### src/rtl/adc_map.vh
// Register offsets, field positions, reset values and timing counts of the sample packetizer
`ifndef ADC_MAP_VH
`define ADC_MAP_VH
`define ADC_PIN0_OFS        8'h00
`define ADC_PIN1_OFS        8'h04
`define ADC_PIN2_OFS        8'h08
`define ADC_PIN3_OFS        8'h0c
`define ADC_GEN_OFS         8'h20
`define ADC_NPINS           4
`define PIN_DEST_HI         31
`define PIN_DEST_LO         8
`define PIN_EN_BIT          0
`define GEN_DROP_BIT        24
`define GEN_WID_HI          17
`define GEN_WID_LO          16
`define GEN_SPP_HI          15
`define GEN_SPP_LO          8
`define GEN_CAL_BIT         1
`define GEN_EN_BIT          0
`define WID_8               2'h0
`define WID_16              2'h1
`define WID_RSVD            2'h2
`define WID_32              2'h3
`define PIN_RESET           32'h00000000
`define GEN_WID_RESET       2'h1
`define GEN_SPP_RESET       8'h01
`define GEN_DROP_RESET      1'b1
`define CAL_PULSES          3'h6
`define BUF_DEPTH           2
`endif

### src/rtl/adc_sample_packetizer.v
// Converter control: register file, trigger sequencing, sample formatting and packet output
`timescale 1ns/1ps
`include "adc_map.vh"
module adc_sample_packetizer (
    input  wire        mclk,
    input  wire        rst,
    // Peripheral register port, whole words only
    input  wire        reg_sel,
    input  wire        reg_wr,
    input  wire [7:0]  reg_addr,
    input  wire [31:0] reg_wdata,
    output reg  [31:0] reg_rdata,
    output reg         reg_ack,
    // Trigger pin, asynchronous to mclk
    input  wire        trig_pin,
    // Converter analogue front end
    output reg         conv_start,
    output reg  [1:0]  conv_pin,
    output reg         conv_cal,
    input  wire        conv_done,
    input  wire [11:0] conv_result,
    // Byte stream toward the channel-end network
    output wire        net_valid,
    input  wire        net_ready,
    output reg  [7:0]  net_byte,
    output reg  [23:0] net_dest,
    output reg         net_last
);
    ////////////////////////////////////////////////////////////////////////
    reg  [31:0] pin_r [0:`ADC_NPINS-1];
    reg         en_r;
    reg         cal_r;
    reg  [1:0]  wid_r;
    reg  [7:0]  spp_r;
    reg         drop_r;
    reg  [2:0]  calcnt_r;
    reg  [1:0]  next_pin_r;
    reg  [1:0]  cur_pin_r;
    reg         busy_r;
    reg         trig_s1_r;
    reg         trig_s2_r;
    reg         trig_d_r;
    reg  [31:0] sh_r;
    reg  [2:0]  bytes_r;
    reg         sh_act_r;
    reg  [23:0] sh_dest_r;
    reg         sh_last_r;
    reg  [7:0]  pkt_cnt_r;
    reg         close_req_r;
    reg         out_v_r;
    reg  [2:0]  bytes_nxt;
    reg  [31:0] fmt_nxt;
    reg  [1:0]  pick_nxt;
    reg         found_nxt;
    integer     i;
    integer     k;

    wire        trig_rise;
    wire        wr_hit;
    wire        rd_gen;
    wire        buf_in_ready;
    wire        buf_out_valid;
    wire        buf_out_ready;
    wire [63:0] buf_in_data;
    wire [63:0] buf_out_data;
    wire        sample_ok;
    wire        pkt_end;
    wire [7:0]  pkt_cnt_inc;
    wire        close_hit;

    function [2:0] width_bytes;
        input [1:0] w;
        begin
            case (w)
                `WID_8:  width_bytes = 3'h1;
                `WID_16: width_bytes = 3'h2;
                `WID_32: width_bytes = 3'h4;
                // Reserved code falls back to two bytes rather than stalling
                default: width_bytes = 3'h2;
            endcase
        end
    endfunction

    ////////////////////////////////////////////////////////////////////////
    // Trigger synchroniser; edge detect only on the second stage
    always @(posedge mclk or posedge rst) begin
        if (rst) begin
            trig_s1_r <= 1'b0;
            trig_s2_r <= 1'b0;
            trig_d_r  <= 1'b0;
        end else begin
            trig_s1_r <= trig_pin;
            trig_s2_r <= trig_s1_r;
            trig_d_r  <= trig_s2_r;
        end
    end
    assign trig_rise = trig_s2_r && !trig_d_r;

    ////////////////////////////////////////////////////////////////////////
    // Register access
    assign wr_hit = reg_sel && reg_wr;
    assign rd_gen = reg_sel && !reg_wr && (reg_addr == `ADC_GEN_OFS);

    always @(posedge mclk or posedge rst) begin
        if (rst) begin
            for (i = 0; i < `ADC_NPINS; i = i + 1)
                pin_r[i] <= `PIN_RESET;
            en_r      <= 1'b0;
            cal_r     <= 1'b0;
            wid_r     <= `GEN_WID_RESET;
            spp_r     <= `GEN_SPP_RESET;
            reg_rdata <= 32'h00000000;
            reg_ack   <= 1'b0;
        end else begin
            reg_ack <= reg_sel;
            if (wr_hit) begin
                // Pin words frozen while converting, so routing cannot change mid-stream
                if (!en_r && reg_addr[7:4] == 4'h0 && reg_addr[1:0] == 2'h0)
                    pin_r[reg_addr[3:2]] <= {reg_wdata[`PIN_DEST_HI:`PIN_DEST_LO],
                                             7'h00, reg_wdata[`PIN_EN_BIT]};
                if (reg_addr == `ADC_GEN_OFS) begin
                    en_r  <= reg_wdata[`GEN_EN_BIT];
                    cal_r <= reg_wdata[`GEN_CAL_BIT];
                    wid_r <= reg_wdata[`GEN_WID_HI:`GEN_WID_LO];
                    spp_r <= reg_wdata[`GEN_SPP_HI:`GEN_SPP_LO];
                end
            end
            if (reg_sel && !reg_wr) begin
                // Drop flag shown before the read clear lands
                case (reg_addr)
                    `ADC_PIN0_OFS: reg_rdata <= pin_r[0];
                    `ADC_PIN1_OFS: reg_rdata <= pin_r[1];
                    `ADC_PIN2_OFS: reg_rdata <= pin_r[2];
                    `ADC_PIN3_OFS: reg_rdata <= pin_r[3];
                    `ADC_GEN_OFS:  reg_rdata <= {7'h00, drop_r, 6'h00, wid_r, spp_r,
                                                 6'h00, cal_r, en_r};
                    default:       reg_rdata <= 32'h00000000;
                endcase
            end
        end
    end

    ////////////////////////////////////////////////////////////////////////
    // Next enabled pin after the last one sampled, round robin
    always @* begin
        pick_nxt  = next_pin_r;
        found_nxt = 1'b0;
        // Counting down lets the nearest enabled pin at or after the pointer win
        for (k = `ADC_NPINS - 1; k >= 0; k = k - 1)
            if (pin_r[(next_pin_r + k[1:0]) & 2'h3][`PIN_EN_BIT]) begin
                pick_nxt  = next_pin_r + k[1:0];
                found_nxt = 1'b1;
            end
    end

    // Calibration pulses still convert but never reach the stream
    assign sample_ok = (calcnt_r == `CAL_PULSES);

    always @(posedge mclk or posedge rst) begin
        if (rst) begin
            calcnt_r   <= 3'h0;
            next_pin_r <= 2'h0;
            cur_pin_r  <= 2'h0;
            busy_r     <= 1'b0;
            conv_start <= 1'b0;
            conv_pin   <= 2'h0;
            conv_cal   <= 1'b0;
        end else begin
            conv_start <= 1'b0;
            conv_cal   <= cal_r;
            if (!en_r) begin
                calcnt_r <= 3'h0;
                busy_r   <= 1'b0;
            end else begin
                if (trig_rise && found_nxt && !busy_r) begin
                    conv_start <= 1'b1;
                    conv_pin   <= pick_nxt;
                    cur_pin_r  <= pick_nxt;
                    next_pin_r <= pick_nxt + 2'h1;
                    busy_r     <= 1'b1;
                end
                if (busy_r && conv_done) begin
                    busy_r <= 1'b0;
                    if (!sample_ok)
                        calcnt_r <= calcnt_r + 3'h1;
                end
            end
        end
    end

    ////////////////////////////////////////////////////////////////////////
    // Left aligned formatting
    always @* begin
        bytes_nxt = width_bytes(wid_r);
        case (wid_r)
            `WID_8:  fmt_nxt = {conv_result[11:4], 24'h000000};
            `WID_32: fmt_nxt = {conv_result, 20'h00000};
            default: fmt_nxt = {conv_result, 4'h0, 16'h0000};
        endcase
    end

    assign pkt_cnt_inc = pkt_cnt_r + 8'h01;
    assign pkt_end     = (spp_r != 8'h00) && (pkt_cnt_inc == spp_r);
    assign buf_in_data = {pin_r[cur_pin_r][`PIN_DEST_HI:`PIN_DEST_LO],
                          pkt_end, bytes_nxt, 4'h0, fmt_nxt};

    // Two entries ride out a short stall; a third waiting sample is dropped
    word_buf2 #(.W(64)) u_buf (
        .mclk      (mclk),
        .rst       (rst),
        .in_valid  (busy_r && conv_done && sample_ok),
        .in_ready  (buf_in_ready),
        .in_data   (buf_in_data),
        .out_valid (buf_out_valid),
        .out_ready (buf_out_ready),
        .out_data  (buf_out_data)
    );

    always @(posedge mclk or posedge rst) begin
        if (rst) begin
            drop_r    <= `GEN_DROP_RESET;
            pkt_cnt_r <= 8'h00;
        end else begin
            // A new drop beats the read clear
            if (busy_r && conv_done && sample_ok && !buf_in_ready)
                drop_r <= 1'b1;
            else if (rd_gen)
                drop_r <= 1'b0;
            if (busy_r && conv_done && sample_ok && buf_in_ready)
                pkt_cnt_r <= pkt_end ? 8'h00 : pkt_cnt_inc;
            if (!en_r || close_hit)
                pkt_cnt_r <= 8'h00;
        end
    end

    ////////////////////////////////////////////////////////////////////////
    // Serialiser, most significant byte first
    assign buf_out_ready = !sh_act_r;
    assign net_valid     = out_v_r;
    // Only a running converter has an open packet to close
    assign close_hit     = reg_sel && en_r && (spp_r == 8'h00);

    always @(posedge mclk or posedge rst) begin
        if (rst) begin
            sh_r        <= 32'h00000000;
            bytes_r     <= 3'h0;
            sh_act_r    <= 1'b0;
            sh_dest_r   <= 24'h000000;
            sh_last_r   <= 1'b0;
            close_req_r <= 1'b0;
            out_v_r     <= 1'b0;
            net_byte    <= 8'h00;
            net_dest    <= 24'h000000;
            net_last    <= 1'b0;
        end else begin
            if (close_hit)
                close_req_r <= 1'b1;
            if (buf_out_valid && !sh_act_r) begin
                sh_r      <= buf_out_data[31:0];
                bytes_r   <= buf_out_data[38:36];
                sh_last_r <= buf_out_data[39];
                sh_dest_r <= buf_out_data[63:40];
                sh_act_r  <= 1'b1;
            end
            if (out_v_r && net_ready)
                out_v_r <= 1'b0;
            if (sh_act_r && (!out_v_r || net_ready)) begin
                out_v_r  <= 1'b1;
                net_byte <= sh_r[31:24];
                net_dest <= sh_dest_r;
                sh_r     <= {sh_r[23:0], 8'h00};
                bytes_r  <= bytes_r - 3'h1;
                net_last <= (bytes_r == 3'h1) && (sh_last_r || close_req_r);
                if (bytes_r == 3'h1) begin
                    sh_act_r <= 1'b0;
                    if (close_req_r && !close_hit)
                        close_req_r <= 1'b0;
                end
            end
        end
    end
endmodule // adc_sample_packetizer

### src/rtl/word_buf2.v
// Two-entry valid/ready buffer, each entry holding one formatted sample with its routing
`timescale 1ns/1ps
module word_buf2 #(
    parameter W = 64
) (
    input  wire         mclk,
    input  wire         rst,
    input  wire         in_valid,
    output wire         in_ready,
    input  wire [W-1:0] in_data,
    output wire         out_valid,
    input  wire         out_ready,
    output wire [W-1:0] out_data
);
    reg  [W-1:0] mem_r [0:1];
    reg          wr_r;
    reg          rd_r;
    reg  [1:0]   cnt_r;
    wire         push;
    wire         pop;

    assign in_ready  = (cnt_r != 2'h2);
    assign out_valid = (cnt_r != 2'h0);
    assign out_data  = mem_r[rd_r];
    assign push      = in_valid && in_ready;
    assign pop       = out_valid && out_ready;

    always @(posedge mclk or posedge rst) begin
        if (rst) begin
            wr_r     <= 1'b0;
            rd_r     <= 1'b0;
            cnt_r    <= 2'h0;
            mem_r[0] <= {W{1'b0}};
            mem_r[1] <= {W{1'b0}};
        end else begin
            if (push) begin
                mem_r[wr_r] <= in_data;
                wr_r        <= ~wr_r;
            end
            if (pop)
                rd_r <= ~rd_r;
            if (push && !pop)
                cnt_r <= cnt_r + 2'h1;
            else if (pop && !push)
                cnt_r <= cnt_r - 2'h1;
        end
    end
endmodule // word_buf2

### config.mk
export PLATFORM = sky130hd
export DESIGN_NAME = adc_sample_packetizer
export DESIGN_NICKNAME = d
export VERILOG_FILES = /design/src/rtl/adc_sample_packetizer.v /design/src/rtl/word_buf2.v
export VERILOG_INCLUDE_DIRS = /design/src /design/src/rtl
export SDC_FILE = /design/constraint.sdc
export NUM_CORES = 1
export LEC_CHECK = 0
export BUFFER_PORTS_ARGS = -buffer_cell sky130_fd_sc_hd__buf_2
export CAP_MARGIN = 0
export CORE_ASPECT_RATIO = 0.5
export CORE_MARGIN = 10
export CORE_UTILIZATION = 40
export DETAILED_ROUTE_END_ITERATION = 8
export PLACE_DENSITY_LB_ADDON = 0.15
export SYNTH_ARGS = -nofsm -noshare
export SYNTH_HDL_FRONTEND = slang
export SYNTH_HIERARCHICAL = 1
export SYNTH_SLANG_ARGS = --single-unit
export TNS_END_PERCENT = 30
### constraint.sdc
create_clock -name mclk -period 21.4 [get_ports mclk]
set_input_delay 4.28 -clock mclk [delete_from_list [all_inputs] [get_ports mclk]]
set_output_delay 4.28 -clock mclk [all_outputs]
set_load 0.005 [all_outputs]
== Yosys cells after proc, flatten, opt, wreduce, memory -nomap -nowiden ==
Index checks and enable logic that the tools add are counted.
W data, S select, Z words.
Cells by class
  bitwise gates (word level): 10
  order comparisons: 10
  equality and inequality tests: 12
  multiplexer cells: 63
  $add $sub $neg: 9
  reduce and logical (&&, ||, !) cells: 53
Operators by type and width (count)
  $bmux W32 S2: 5
  $bwmux W128: 2
  $mux W64: 4
  $mux W32: 5
  $pmux W32 S5: 1
  $demux W32 S2: 1
  $demux W64 S1: 1
  $mux W1: 28
  $logic_and A1 B1 Y1: 24
  $mux W24: 1
  $mux W8: 3
  $ge A3 B3 Y1 const B: 6
  $not A2 Y3: 6
  $eq A8 B4 Y1 const B: 2
  $logic_not A8 Y1: 2
  $mux W3: 5
  $mux W2: 6
  $reduce_bool A2 Y1: 6
  $logic_not A1 Y1: 10
  $add A8 B1 Y8 const B: 1
  $eq A8 B3 Y1 const B: 1
  $eq A8 B6 Y1 const B: 1
  $eq A8 B8 Y1: 1
  $reduce_and A2 Y1: 4
  21 further kinds: 31
Storage, ports and cells
  bits of input ports: 59
  register bits: 423
  output and inout port bits: 71

== Logic depth before layout (Yosys ltp) ==
Gate-level depths: netlist of run 1.
  word-level depth: 14
  gate-level depth with buffers: 8
  depth with buffers taken out: 8

== By module ==
The synthesis of run 1 kept the hierarchy.
By module, submodules not included
  adc_sample_packetizer: times used 1, area each 11669.9 µm², cells an instance 978
  word_buf2: times used 1, area each 6334.8 µm², cells an instance 359

== Worst setup path before layout of run 1 ==
OpenSTA, ideal clock, no wires.
  path type: input-to-reg
  from: input reg_addr[7]
  to: register pin_r[44] (netlist bit)
  data required time: 21272 ps
  stages on the path: 6
  arrival time: 5912 ps
  path slack: 15361 ps
  buffers on the path: 1
  setup time: 128 ps
  cells stage by stage: nor4_2 nor3b_4 nor3b_4 nand3b_2 buf_4 mux2_1
On the way
  longest elaborated chain between the ends: 4
RTL lines
  start, declared: RTL line adc_sample_packetizer.v:10  | input wire [7:0] reg_addr,
  $logic_not A4 Y1: RTL line adc_sample_packetizer.v:118  | if (!en_r && reg_addr[7:4] == 4'h0 && reg_addr[1:0] == 2'h0)
  $logic_and A1 B1 Y1 (2 in series): RTL line adc_sample_packetizer.v:118
  $reduce_and A2 Y1 (no source line)
  end signal, assigned by index: RTL line adc_sample_packetizer.v:107  | pin_r[i] <= `PIN_RESET;
  end signal, assigned by index: RTL line adc_sample_packetizer.v:119  | pin_r[reg_addr[3:2]] <= {reg_wdata[`PIN_DEST_HI:`PIN_DEST_LO],
  end, declared: RTL line adc_sample_packetizer.v:30  | reg [31:0] pin_r [0:`ADC_NPINS-1];
Every way passes these cells.
A chain may end at the register's enable or synchronous reset.

== Worst setup path after layout of run 1 ==
  from: input reg_addr[7]
  to: register pin_r[21] (netlist bit)
The elaborated chain is that of the path after synthesis.

==> results of run 1 <==
[per-stage QoR]
stage	cells	area (um2)	util (%)
2_1_floorplan	1362	17800	-
5_1_grt	2063	19900	45.7
3_5_place_dp	1994	18700	42.9
3_3_place_gp	1994	18700	42.9
4_1_cts	2062	19900	45.7
6_report	2064	19900	45.7
[power groups by stage]
stage / logic (uW) / clock network [uW] / registers, uW
finish: 166 / 673 / 754
global route: 182 / 724 / 756
CTS: 170 / 691 / 754
detailed placement: 170 / 0 / 768
global placement: 167 / 0 / 767
floorplan: 125 / 0 / 756
[worst paths after layout]
check / end / cells past startpoint / slack [ns] / start
setup / recovery: pin_r[21] / 7 / 14.53 / reg_addr[7]
hold / removal: trig_s2_r / 0 / 0.36 / trig_s1_r
setup reg to reg: u_buf/mem_r[126] / 6 / 18.35 / calcnt_r[0]
hold reg to reg: trig_s2_r / 0 / 0.36 / trig_s1_r
max in group asynchronous: pin_r[106] / 3 / 15.90 / rst
min in group asynchronous: u_buf/mem_r[60] / 2 / 3.95 / rst
[state kept, by name (all words and copies together), names as in the netlist, 2 cells and up]
register,count
bytes_r,3
calcnt_r,3
cur_pin_r,2
net_byte,8
net_dest,24
next_pin_r,2
pin_r,100
pkt_cnt_r,8
reg_rdata,26
sh_dest_r,24
sh_r,32
spp_r,8
u_buf/cnt_r,2
u_buf/mem_r,120
wid_r,2
[worst register-to-register path, delay by kind of cell, from the launching register on]
kind | cells | cell delay (ns)
mux | 1 | 0.45
fa+ha+maj | 1 | 0.22
flops | 1 | 0.41
buf+inv | 2 | 0.99
simple gates | 2 | 0.86
[cell usage in the layout, fill, tap and decap left out, types with 13 or more instances in the layout]
master and n:
clkbuf_16 41, buf_4 14, nor2_1 16, a22oi_1 25
mux2i_1 13, nand2_1 242, mux2_2 202, buf_2 117
inv_1 13, mux2_4 115, conb_1 46, mux4_2 37
dfrtp_1 376, o21ai_0 58
[layer usage]
| layer | vias up | part of all wire, % | global-route usage, % |
|---|---|---|---|
| met5 | - | 0.031 | 0 |
| met4 | 2 | 1.7 | 3.74 |
| met3 | 58 | 4.2 | 2.80 |
| met2 | 155 | 50 | 26.7 |
| met1 | 5492 | 45 | 20.5 |
| li1 | 4869 | - | - |
[cell type report]
class,instances,share of cell area (%)
inverters,15,0.333
diodes,2,0.0251
flip-flops and latches,381,47.9
multi-input cells,879,38.4
clock inverters,4,0.113
clock buffers,64,6.13
well taps,588,3.69
repair buffers,131,3.47
==> results.json, run 1 <==
{
  "switchingPower_uw": 414,
  "p_int_uw": 1180,
  "crit_required_ns": 21.81,
  "fmax_mhz": 146,
  "io_pins": 130,
  "clock_latency_ns": 0.54,
  "htree_num_levels": 2,
  "cts_resized": 0,
  "postCtsHoldBufs": 0,
  "dieArea_um2": 53400,
  "drt_pre_antenna_iters": 5,
  "grt_max_degree": 133,
  "endpoint_kind": "register",
  "grt_pass1_wl_mm": 66.9,
  "grt_overflow": 0,
  "cts_tree": "done",
  "status": "complete, no violations",
  "crit_chain": "buf_2, nor4_2, nor3b_4, buf_4, and3_1, nand4_4, mux2_2",
  "setup_ws_ns": 14.53,
  "timing.final.crit_share_pct": 32.1,
  "syn_area_um2": 17700,
  "slew_headroom_pct": 27.6,
  "pre_cts_ws_ns": 13.98,
  "swShare_pct": 26.0,
  "cts-buffers-inserted": 38,
  "antenna_found_initial": 3,
  "syn_avg_cell_area_um2": 13.4,
  "p_comb_share_pct": 10.4,
  "dp_hpwl_mm": 25.8,
  "postRouteAntennaNets": 0,
  "finalSetupViolCount": 0,
  "hold_violations": 0,
  "cts-root-buf": "clkbuf_16",
  "wl_per_cell_um": 20.2,
  "fin_nets": 1513,
  "crit_family": "simple AND/OR/NAND/NOR gates",
  "vias": 10600,
  "crit_path_max_incr_delay_ns": 0.74,
  "clk_pin_slew_worst_paths_ns": 0.06,
  "fin_hold_ws_ns": 0.359,
  "critPathMaxFanout": 27,
  "power_frac_clock_pct": 42.2,
  "layout-drive-gt1-share_pct": 38.3,
  "final_max_slew_viol_count": 0,
  "grt_use_total_pct": 15.7,
  "cp_data_arrival_time_ns": 7.28,
  "pwr-share-seq_pct": 47.4,
  "fillers": 3958,
  "rows": 54,
  "io_buffers": 117,
  "power_uw": 1590,
  "skew_ns": 0.0164,
  "chipHeight_um": 169,
  "peakVddDrop_mv": 0.0571,
  "gp_congestion": 0.748,
  "initial_core_util_pct": 40.5,
  "clock-sinks": 381,
  "regArea_um2": 9540,
  "grt_pass1_vias": 11500,
  "die_x_um": 317,
  "routed_wl_mm": 41.7,
  "postCtsSetupRepairBufs": 0,
  "viasPerCell": 5.12,
  "yosysWarnings": 6,
  "syn-instance-count": 1317,
  "critPathLaunchType": "input port",
  "crit_buf_inv": 2,
  "cellPowerDensity_nw_per_um2": 79.9,
  "leakage_uw": 0.0100,
  "area_growth_pct": 12.9,
  "hp-class": "reg2reg",
  "clockBufferDepth": 3,
  "rsz0062_at_grt": "no",
  "critical_path_class": "in2reg",
  "multi_input_area_um2": 7640,
  "setup_tns_ns": 0,
  "drtIter0Drc": 720,
  "core_area_um2": 43600,
  "max_cap_viol_count": 0,
  "tightest_slew_ns": 1.07,
  "min_period_ns": 6.87,
  "cpMaxStageDelayCell": "and3_1",
  "drc": 0
}
Note: power is estimated with default switching activity, not from simulation.
==> inputs of run 2 (changes only) <==
Settings changed: ABC_AREA set to 1.
Clock period 21.4 ns to 5.9 ns, I/O delays scaled along.
==> run 2 against run 1 <==
Routed wire length grew 22%. Largest cell class unchanged. Critical path type unchanged. Area after synthesis increased by 1.8%. Largest power group unchanged. Worst hold slack got worse by 0.0068 ns. Sequential share of layout area decreased by 0.33 points. Clock power grew to 3.6 times the previous value. Cell area up 0.70%. First-iteration DRC count is 74% higher. Via count grew 40%. Clock skew up 0.00082 ns. Die area rose by 1.6%.
==> results.json, run 2 <==
{
  "die_x_um": 320,
  "hold_violations": 0,
  "mostFrequentLayoutCell": "nand2_1",
  "chipHeight_um": 170,
  "grt_max_degree": 164,
  "cellPowerDensity_nw_per_um2": 275,
  "p_int_uw": 4160,
  "cts_resized": 0,
  "peakVddDrop_mv": 0.169,
  "cts-buffers-inserted": 37,
  "vias": 14800,
  "hold_start": "trig_s1_r",
  "cp_data_arrival_time_ns": 3.34,
  "drc": 0,
  "antenna_cells": 0,
  "area_growth_pct": 11.7,
  "endpoint_kind": "register",
  "grt_pass1_vias": 14200,
  "dp_hpwl_mm": 30.3,
  "largest_registers": "u_buf/mem_r x120, pin_r x100, sh_r x32",
  "leakage_uw": 0.0105,
  "dieArea_um2": 54300,
  "postRouteAntennaNets": 0,
  "fmax_mhz": 343,
  "ff2ff_path_depth": 9,
  "power_frac_clock_pct": 44.3,
  "gp_congestion": 0.804,
  "clockBufferDepth": 3,
  "syn_area_um2": 18000,
  "hp-class": "reg2reg",
  "rows": 54,
  "postCtsHoldBufs": 0,
  "min_delay_path_depth": 0,
  "skew_ns": 0.0172,
  "core_area_um2": 44000,
  "yosysWarnings": 6,
  "fin_nets": 2370,
  "reg2reg_to": "pkt_cnt_r[4]",
  "drt_pre_antenna_iters": 5,
  "tightest_slew_ns": 1.04,
  "mostFrequentLayoutCells": "838 x nand2_1, 376 x dfrtp_1, 182 x o21ai_0, 158 x inv_1, 133 x nand4_1",
  "io_pins": 130,
  "critPathLaunchType": "input port",
  "final_max_slew_viol_count": 0,
  "grt_pass1_wl_mm": 81.0,
  "drtIter0Drc": 1250,
  "finalSetupViolCount": 0,
  "layout-drive-gt1-share_pct": 10.5,
  "critical_path_class": "in2reg",
  "min_period_ns": 2.91,
  "initial_core_util_pct": 40.8,
  "setup_tns_ns": 0,
  "viasPerCell": 5.09,
  "max_cap_viol_count": 0,
  "power_uw": 5530,
  "htree_num_levels": 2,
  "cts-root-buf": "clkbuf_16",
  "largest_register_ffs": 120,
  "io_buffers": 117,
  "syn-instance-count": 2231,
  "grt_use_total_pct": 18.4,
  "critPathMaxFanout": 50,
  "clk_pin_slew_worst_paths_ns": 0.06,
  "postCtsSetupRepairBufs": 0,
  "top_register": "u_buf/mem_r",
  "wl_per_cell_um": 17.5,
  "clock_latency_ns": 0.54,
  "crit_required_ns": 6.32,
  "syn_avg_cell_area_um2": 8.05,
  "timing.final.crit_share_pct": 49.4,
  "p_comb_share_pct": 6.8,
  "rsz0062_at_grt": "no",
  "r2r_setup_slack_ns": 3.12,
  "utilization_pct": 45.6,
  "switchingPower_uw": 1370,
  "clock-sinks": 381,
  "status": "complete, no violations",
  "cts_tree": "done",
  "grt_overflow": 0,
  "slew_headroom_pct": 30.7,
  "swShare_pct": 24.8,
  "routed_wl_mm": 51.0,
  "timing.rr.start": "calcnt_r[0]",
  "pwr-share-seq_pct": 48.9,
  "antenna_found_initial": 0,
  "holdPathEnd": "trig_s2_r"
}
[run 2: worst max path at each step]
stage                  from  slack, ns           end
2_1_floorplan           rst       1.34        busy_r
3_3_place_gp    reg_addr[1]       2.53    pin_r[109]
3_5_place_dp      conv_done       2.48  pkt_cnt_r[4]
4_1_cts        cur_pin_r[1]       3.01   conv_pin[1]
5_1_grt         reg_addr[1]       2.85     pin_r[56]
6_report        reg_addr[4]       2.99     pin_r[52]
[run 2: layout make-up]
class                           count  area, um2
Sequential cell                   381       9540
Fill cell                        4451      23900
Multi-Input combinational cell   1575       7160
Clock buffer                       57       1120
Clock inverter                      9       98.8
Inverter                          171        651
Tap cell                          588        736
Timing Repair Buffer              137        761
[run 2: worst max-delay path: stages]
cell and delay (ns):
buf_2 0.13, nor2_4 0.14, nand4_4 0.16, inv_2 0.13
nand2_4 0.13, clkinv_2 0.34, nand2_2 0.68, o21ai_0 0.43
[run 2: power groups by stage]
stage | registers [uW] | logic, uW | clock network (uW)
floorplan | 2740 | 252 | 0
global placement | 2750 | 379 | 0
detailed placement | 2750 | 384 | 0
CTS | 2700 | 384 | 2510
global route | 2710 | 433 | 2620
finish | 2700 | 376 | 2450
[run 2: through the flow]
stage / hold slack (ns) / area [um2] / setup slack (ns) / instances
4_1_cts: 0.353 / 20100 / 3.01 / 2918
5_1_grt: 0.359 / 20100 / 2.85 / 2918
2_1_floorplan: 0.331 / 18100 / 1.34 / 2276
6_report: 0.353 / 20100 / 2.99 / 2918
3_5_place_dp: 0.339 / 18800 / 2.48 / 2852
3_3_place_gp: 0.333 / 18800 / 2.53 / 2852
[run 2: layer usage]
layer	up-vias	GRT usage [%]	wire length, um
li1	7320	-	-
met1	7160	25.7	23900
met2	301	29.8	23600
met3	60	3.30	2690
met4	0	3.99	821
met5	-	0	0
==> inputs of run 3 (changes only) <==
Clock period 5.9 ns to 2.46 ns, I/O delays scaled along.
==> run 3 against run 2 <==
Sequential share of layout area is 0.74 points lower. Power is 140% higher. Cell area grew 1.6%. Largest power group unchanged.
==> results.json, run 3 (same netlist as run 2, synthesis figures left out) <==
{
  "cts_tree": "done",
  "dieArea_um2": 54300,
  "worst-path-stages": 7,
  "endpoint_kind": "register",
  "hp-class": "in2reg",
  "timing.final.crit_share_pct": 84.8,
  "stdcell_count": 2949,
  "clk_pin_slew_worst_paths_ns": 0.06,
  "die_x_um": 320,
  "skew_ns": 0.0247,
  "gp_congestion": 0.810,
  "final_max_slew_viol_count": 0,
  "critical_path_class": "reg2reg",
  "area_growth_pct": 13.5,
  "clock_latency_ns": 0.54,
  "critPathMaxFanout": 49,
  "mostFrequentLayoutCell": "nand2_1",
  "clockBufferDepth": 3,
  "drt_pre_antenna_iters": 7,
  "routed_wl_mm": 50.9,
  "peakVddDrop_mv": 0.366,
  "max_cap_viol_count": 0,
  "slew_headroom_pct": 45.5,
  "io_buffers": 117,
  "initial_core_util_pct": 40.8,
  "setup_ws_ns": 0.375,
  "critPathLaunchType": "register",
  "grt_max_degree": 65,
  "fillers": 4403,
  "pre_cts_ws_ns": 0.422,
  "postRouteAntennaNets": 0,
  "vias": 14800,
  "layout-drive-gt1-share_pct": 11.4,
  "holdPathEnd": "trig_s1_r",
  "largest_register_ffs": 120,
  "fmax_mhz": 480,
  "leakage_uw": 0.0107,
  "drc": 0,
  "min_delay_path_depth": 1,
  "mostFrequentLayoutCells": "838 x nand2_1, 376 x dfrtp_1, 182 x o21ai_0, 158 x inv_1, 133 x nand4_1",
  "cpMaxStageDelayCell": "buf_4",
  "finalSetupViolCount": 0,
  "crit_required_ns": 2.92,
  "timing.rr.start": "calcnt_r[0]",
  "hold_violations": 0,
  "cp_common_cell": "nand2_1",
  "top_register": "u_buf/mem_r",
  "fin_nets": 2399,
  "core_area_um2": 44000,
  "cp_data_arrival_time_ns": 2.55,
  "cts-buffers-inserted": 38,
  "wl_per_cell_um": 17.3,
  "crit_chain": "inv_1, ha_1, nand2_1, nor2_4, buf_4, nand4_1, nand2_1",
  "antenna_found_initial": 1,
  "cts_resized": 0,
  "cts-root-buf": "clkbuf_16",
  "ff2ff_path_depth": 7,
  "reg2reg_to": "u_buf/mem_r[62]",
  "tightest_slew_ns": 0.818,
  "largest_registers": "u_buf/mem_r x120, pin_r x100, sh_r x32",
  "min_period_ns": 2.08,
  "status": "complete, no violations",
  "dp_hpwl_mm": 31.6,
  "viasPerCell": 5.03,
  "drtIter0Drc": 1172,
  "htree_num_levels": 2,
  "crit_path_max_incr_delay_ns": 0.53,
  "r2r_setup_slack_ns": 0.38,
  "cellPowerDensity_nw_per_um2": 651,
  "grt_pass1_wl_mm": 81.9,
  "grt_overflow": 0,
  "grt_pass1_vias": 14500,
  "io_pins": 130,
  "crit_family": "simple AND/OR/NAND/NOR gates",
  "hold_start": "trig_pin",
  "chipHeight_um": 170,
  "grt_use_total_pct": 18.6,
  "rsz0062_at_grt": "no",
  "clock-sinks": 381,
  "rows": 54,
  "crit_buf_inv": 2,
  "post-place-cells": 2879
}
run 3: cell types whose count changed in the layout (fill, tap and decap cells not counted):
cell | previous run | this run
clkbuf_1 | 10 | 14
clkbuf_8 | 8 | 6
clkinv_2 | 8 | 6
buf_4 | 18 | 35
dlygate4sd3_1 | 0 | 1
nand3_2 | 2 | 4
nand3_4 | 2 | 0
clkinv_1 | 0 | 1
diode_2 | 0 | 1
inv_8 | 0 | 1
buf_12 | 2 | 12
run 3: through the flow:
stage | instance area (um2) | util, % | setup TNS (ns) | hold WS, ns | total power [uW]
global placement | 19200 | 43.6 | 0 | 0.333 | 7540
CTS | 20400 | 46.3 | 0 | 0.0447 | 13400
floorplan | 18100 | - | -526.09 | 0.331 | 7180
finish | 20400 | 46.3 | 0 | 0.0648 | 13300
detailed placement | 19200 | 43.6 | 0 | 0.336 | 7540
global route | 20400 | 46.3 | 0 | 0.0460 | 13800
run 3: layout make-up:
cell class | instances | area (um2) | area share [%]
Antenna cell | 1 | 2.50 | 0.0123
Multi-Input combinational cell | 1575 | 7140 | 35.0
Inverter | 171 | 649 | 3.19
Clock buffer | 59 | 1110 | 5.45
Tap cell | 588 | 736 | 3.61
Timing Repair Buffer | 165 | 1100 | 5.39
Clock inverter | 9 | 105 | 0.516
Sequential cell | 381 | 9540 | 46.8
run 3: layer usage:
| layer | wire length, um | global-route usage (%) | share of wire [%] | up-vias |
|---|---|---|---|---|
| li1 | - | - | - | 7382 |
| met5 | 0 | 0 | 0 | - |
| met1 | 23900 | 25.3 | 47 | 7050 |
| met4 | 823 | 3.95 | 1.6 | 0 |
| met2 | 23400 | 30.7 | 46 | 331 |
| met3 | 2780 | 3.40 | 5.5 | 63 |
run 3: what timing repair did:
action,CTS,global route
buffers inserted,0,0
hold buffers,1,0
endpoints found under the hold margin,18,0
run 3: worst register-to-register path, delay by kind of cell (launching register included):
| family | cells | cell delay, ns |
|---|---|---|
| and+or+nand+nor | 4 | 0.84 |
| adders and majority gates | 1 | 0.15 |
| buffers and inverters | 2 | 0.63 |
| DFF | 1 | 0.38 |
run 3: power by group:
part | switching (uW) | total (uW) | internal, uW | leakage (uW)
Sequential | 88.0 | 6480 | 6390 | 0.00526
Combinational | 683 | 929 | 245 | 0.00482
Clock | 2530 | 5860 | 3330 | 0.000599
run 3: worst max path at each step:
stage,from,to
4_1_cts,calcnt_r[0],u_buf/mem_r[62]
5_1_grt,calcnt_r[0],u_buf/mem_r[62]
3_3_place_gp,conv_done,u_buf/mem_r[62]
6_report,calcnt_r[0],u_buf/mem_r[62]
2_1_floorplan,rst,busy_r
3_5_place_dp,conv_done,u_buf/mem_r[62]
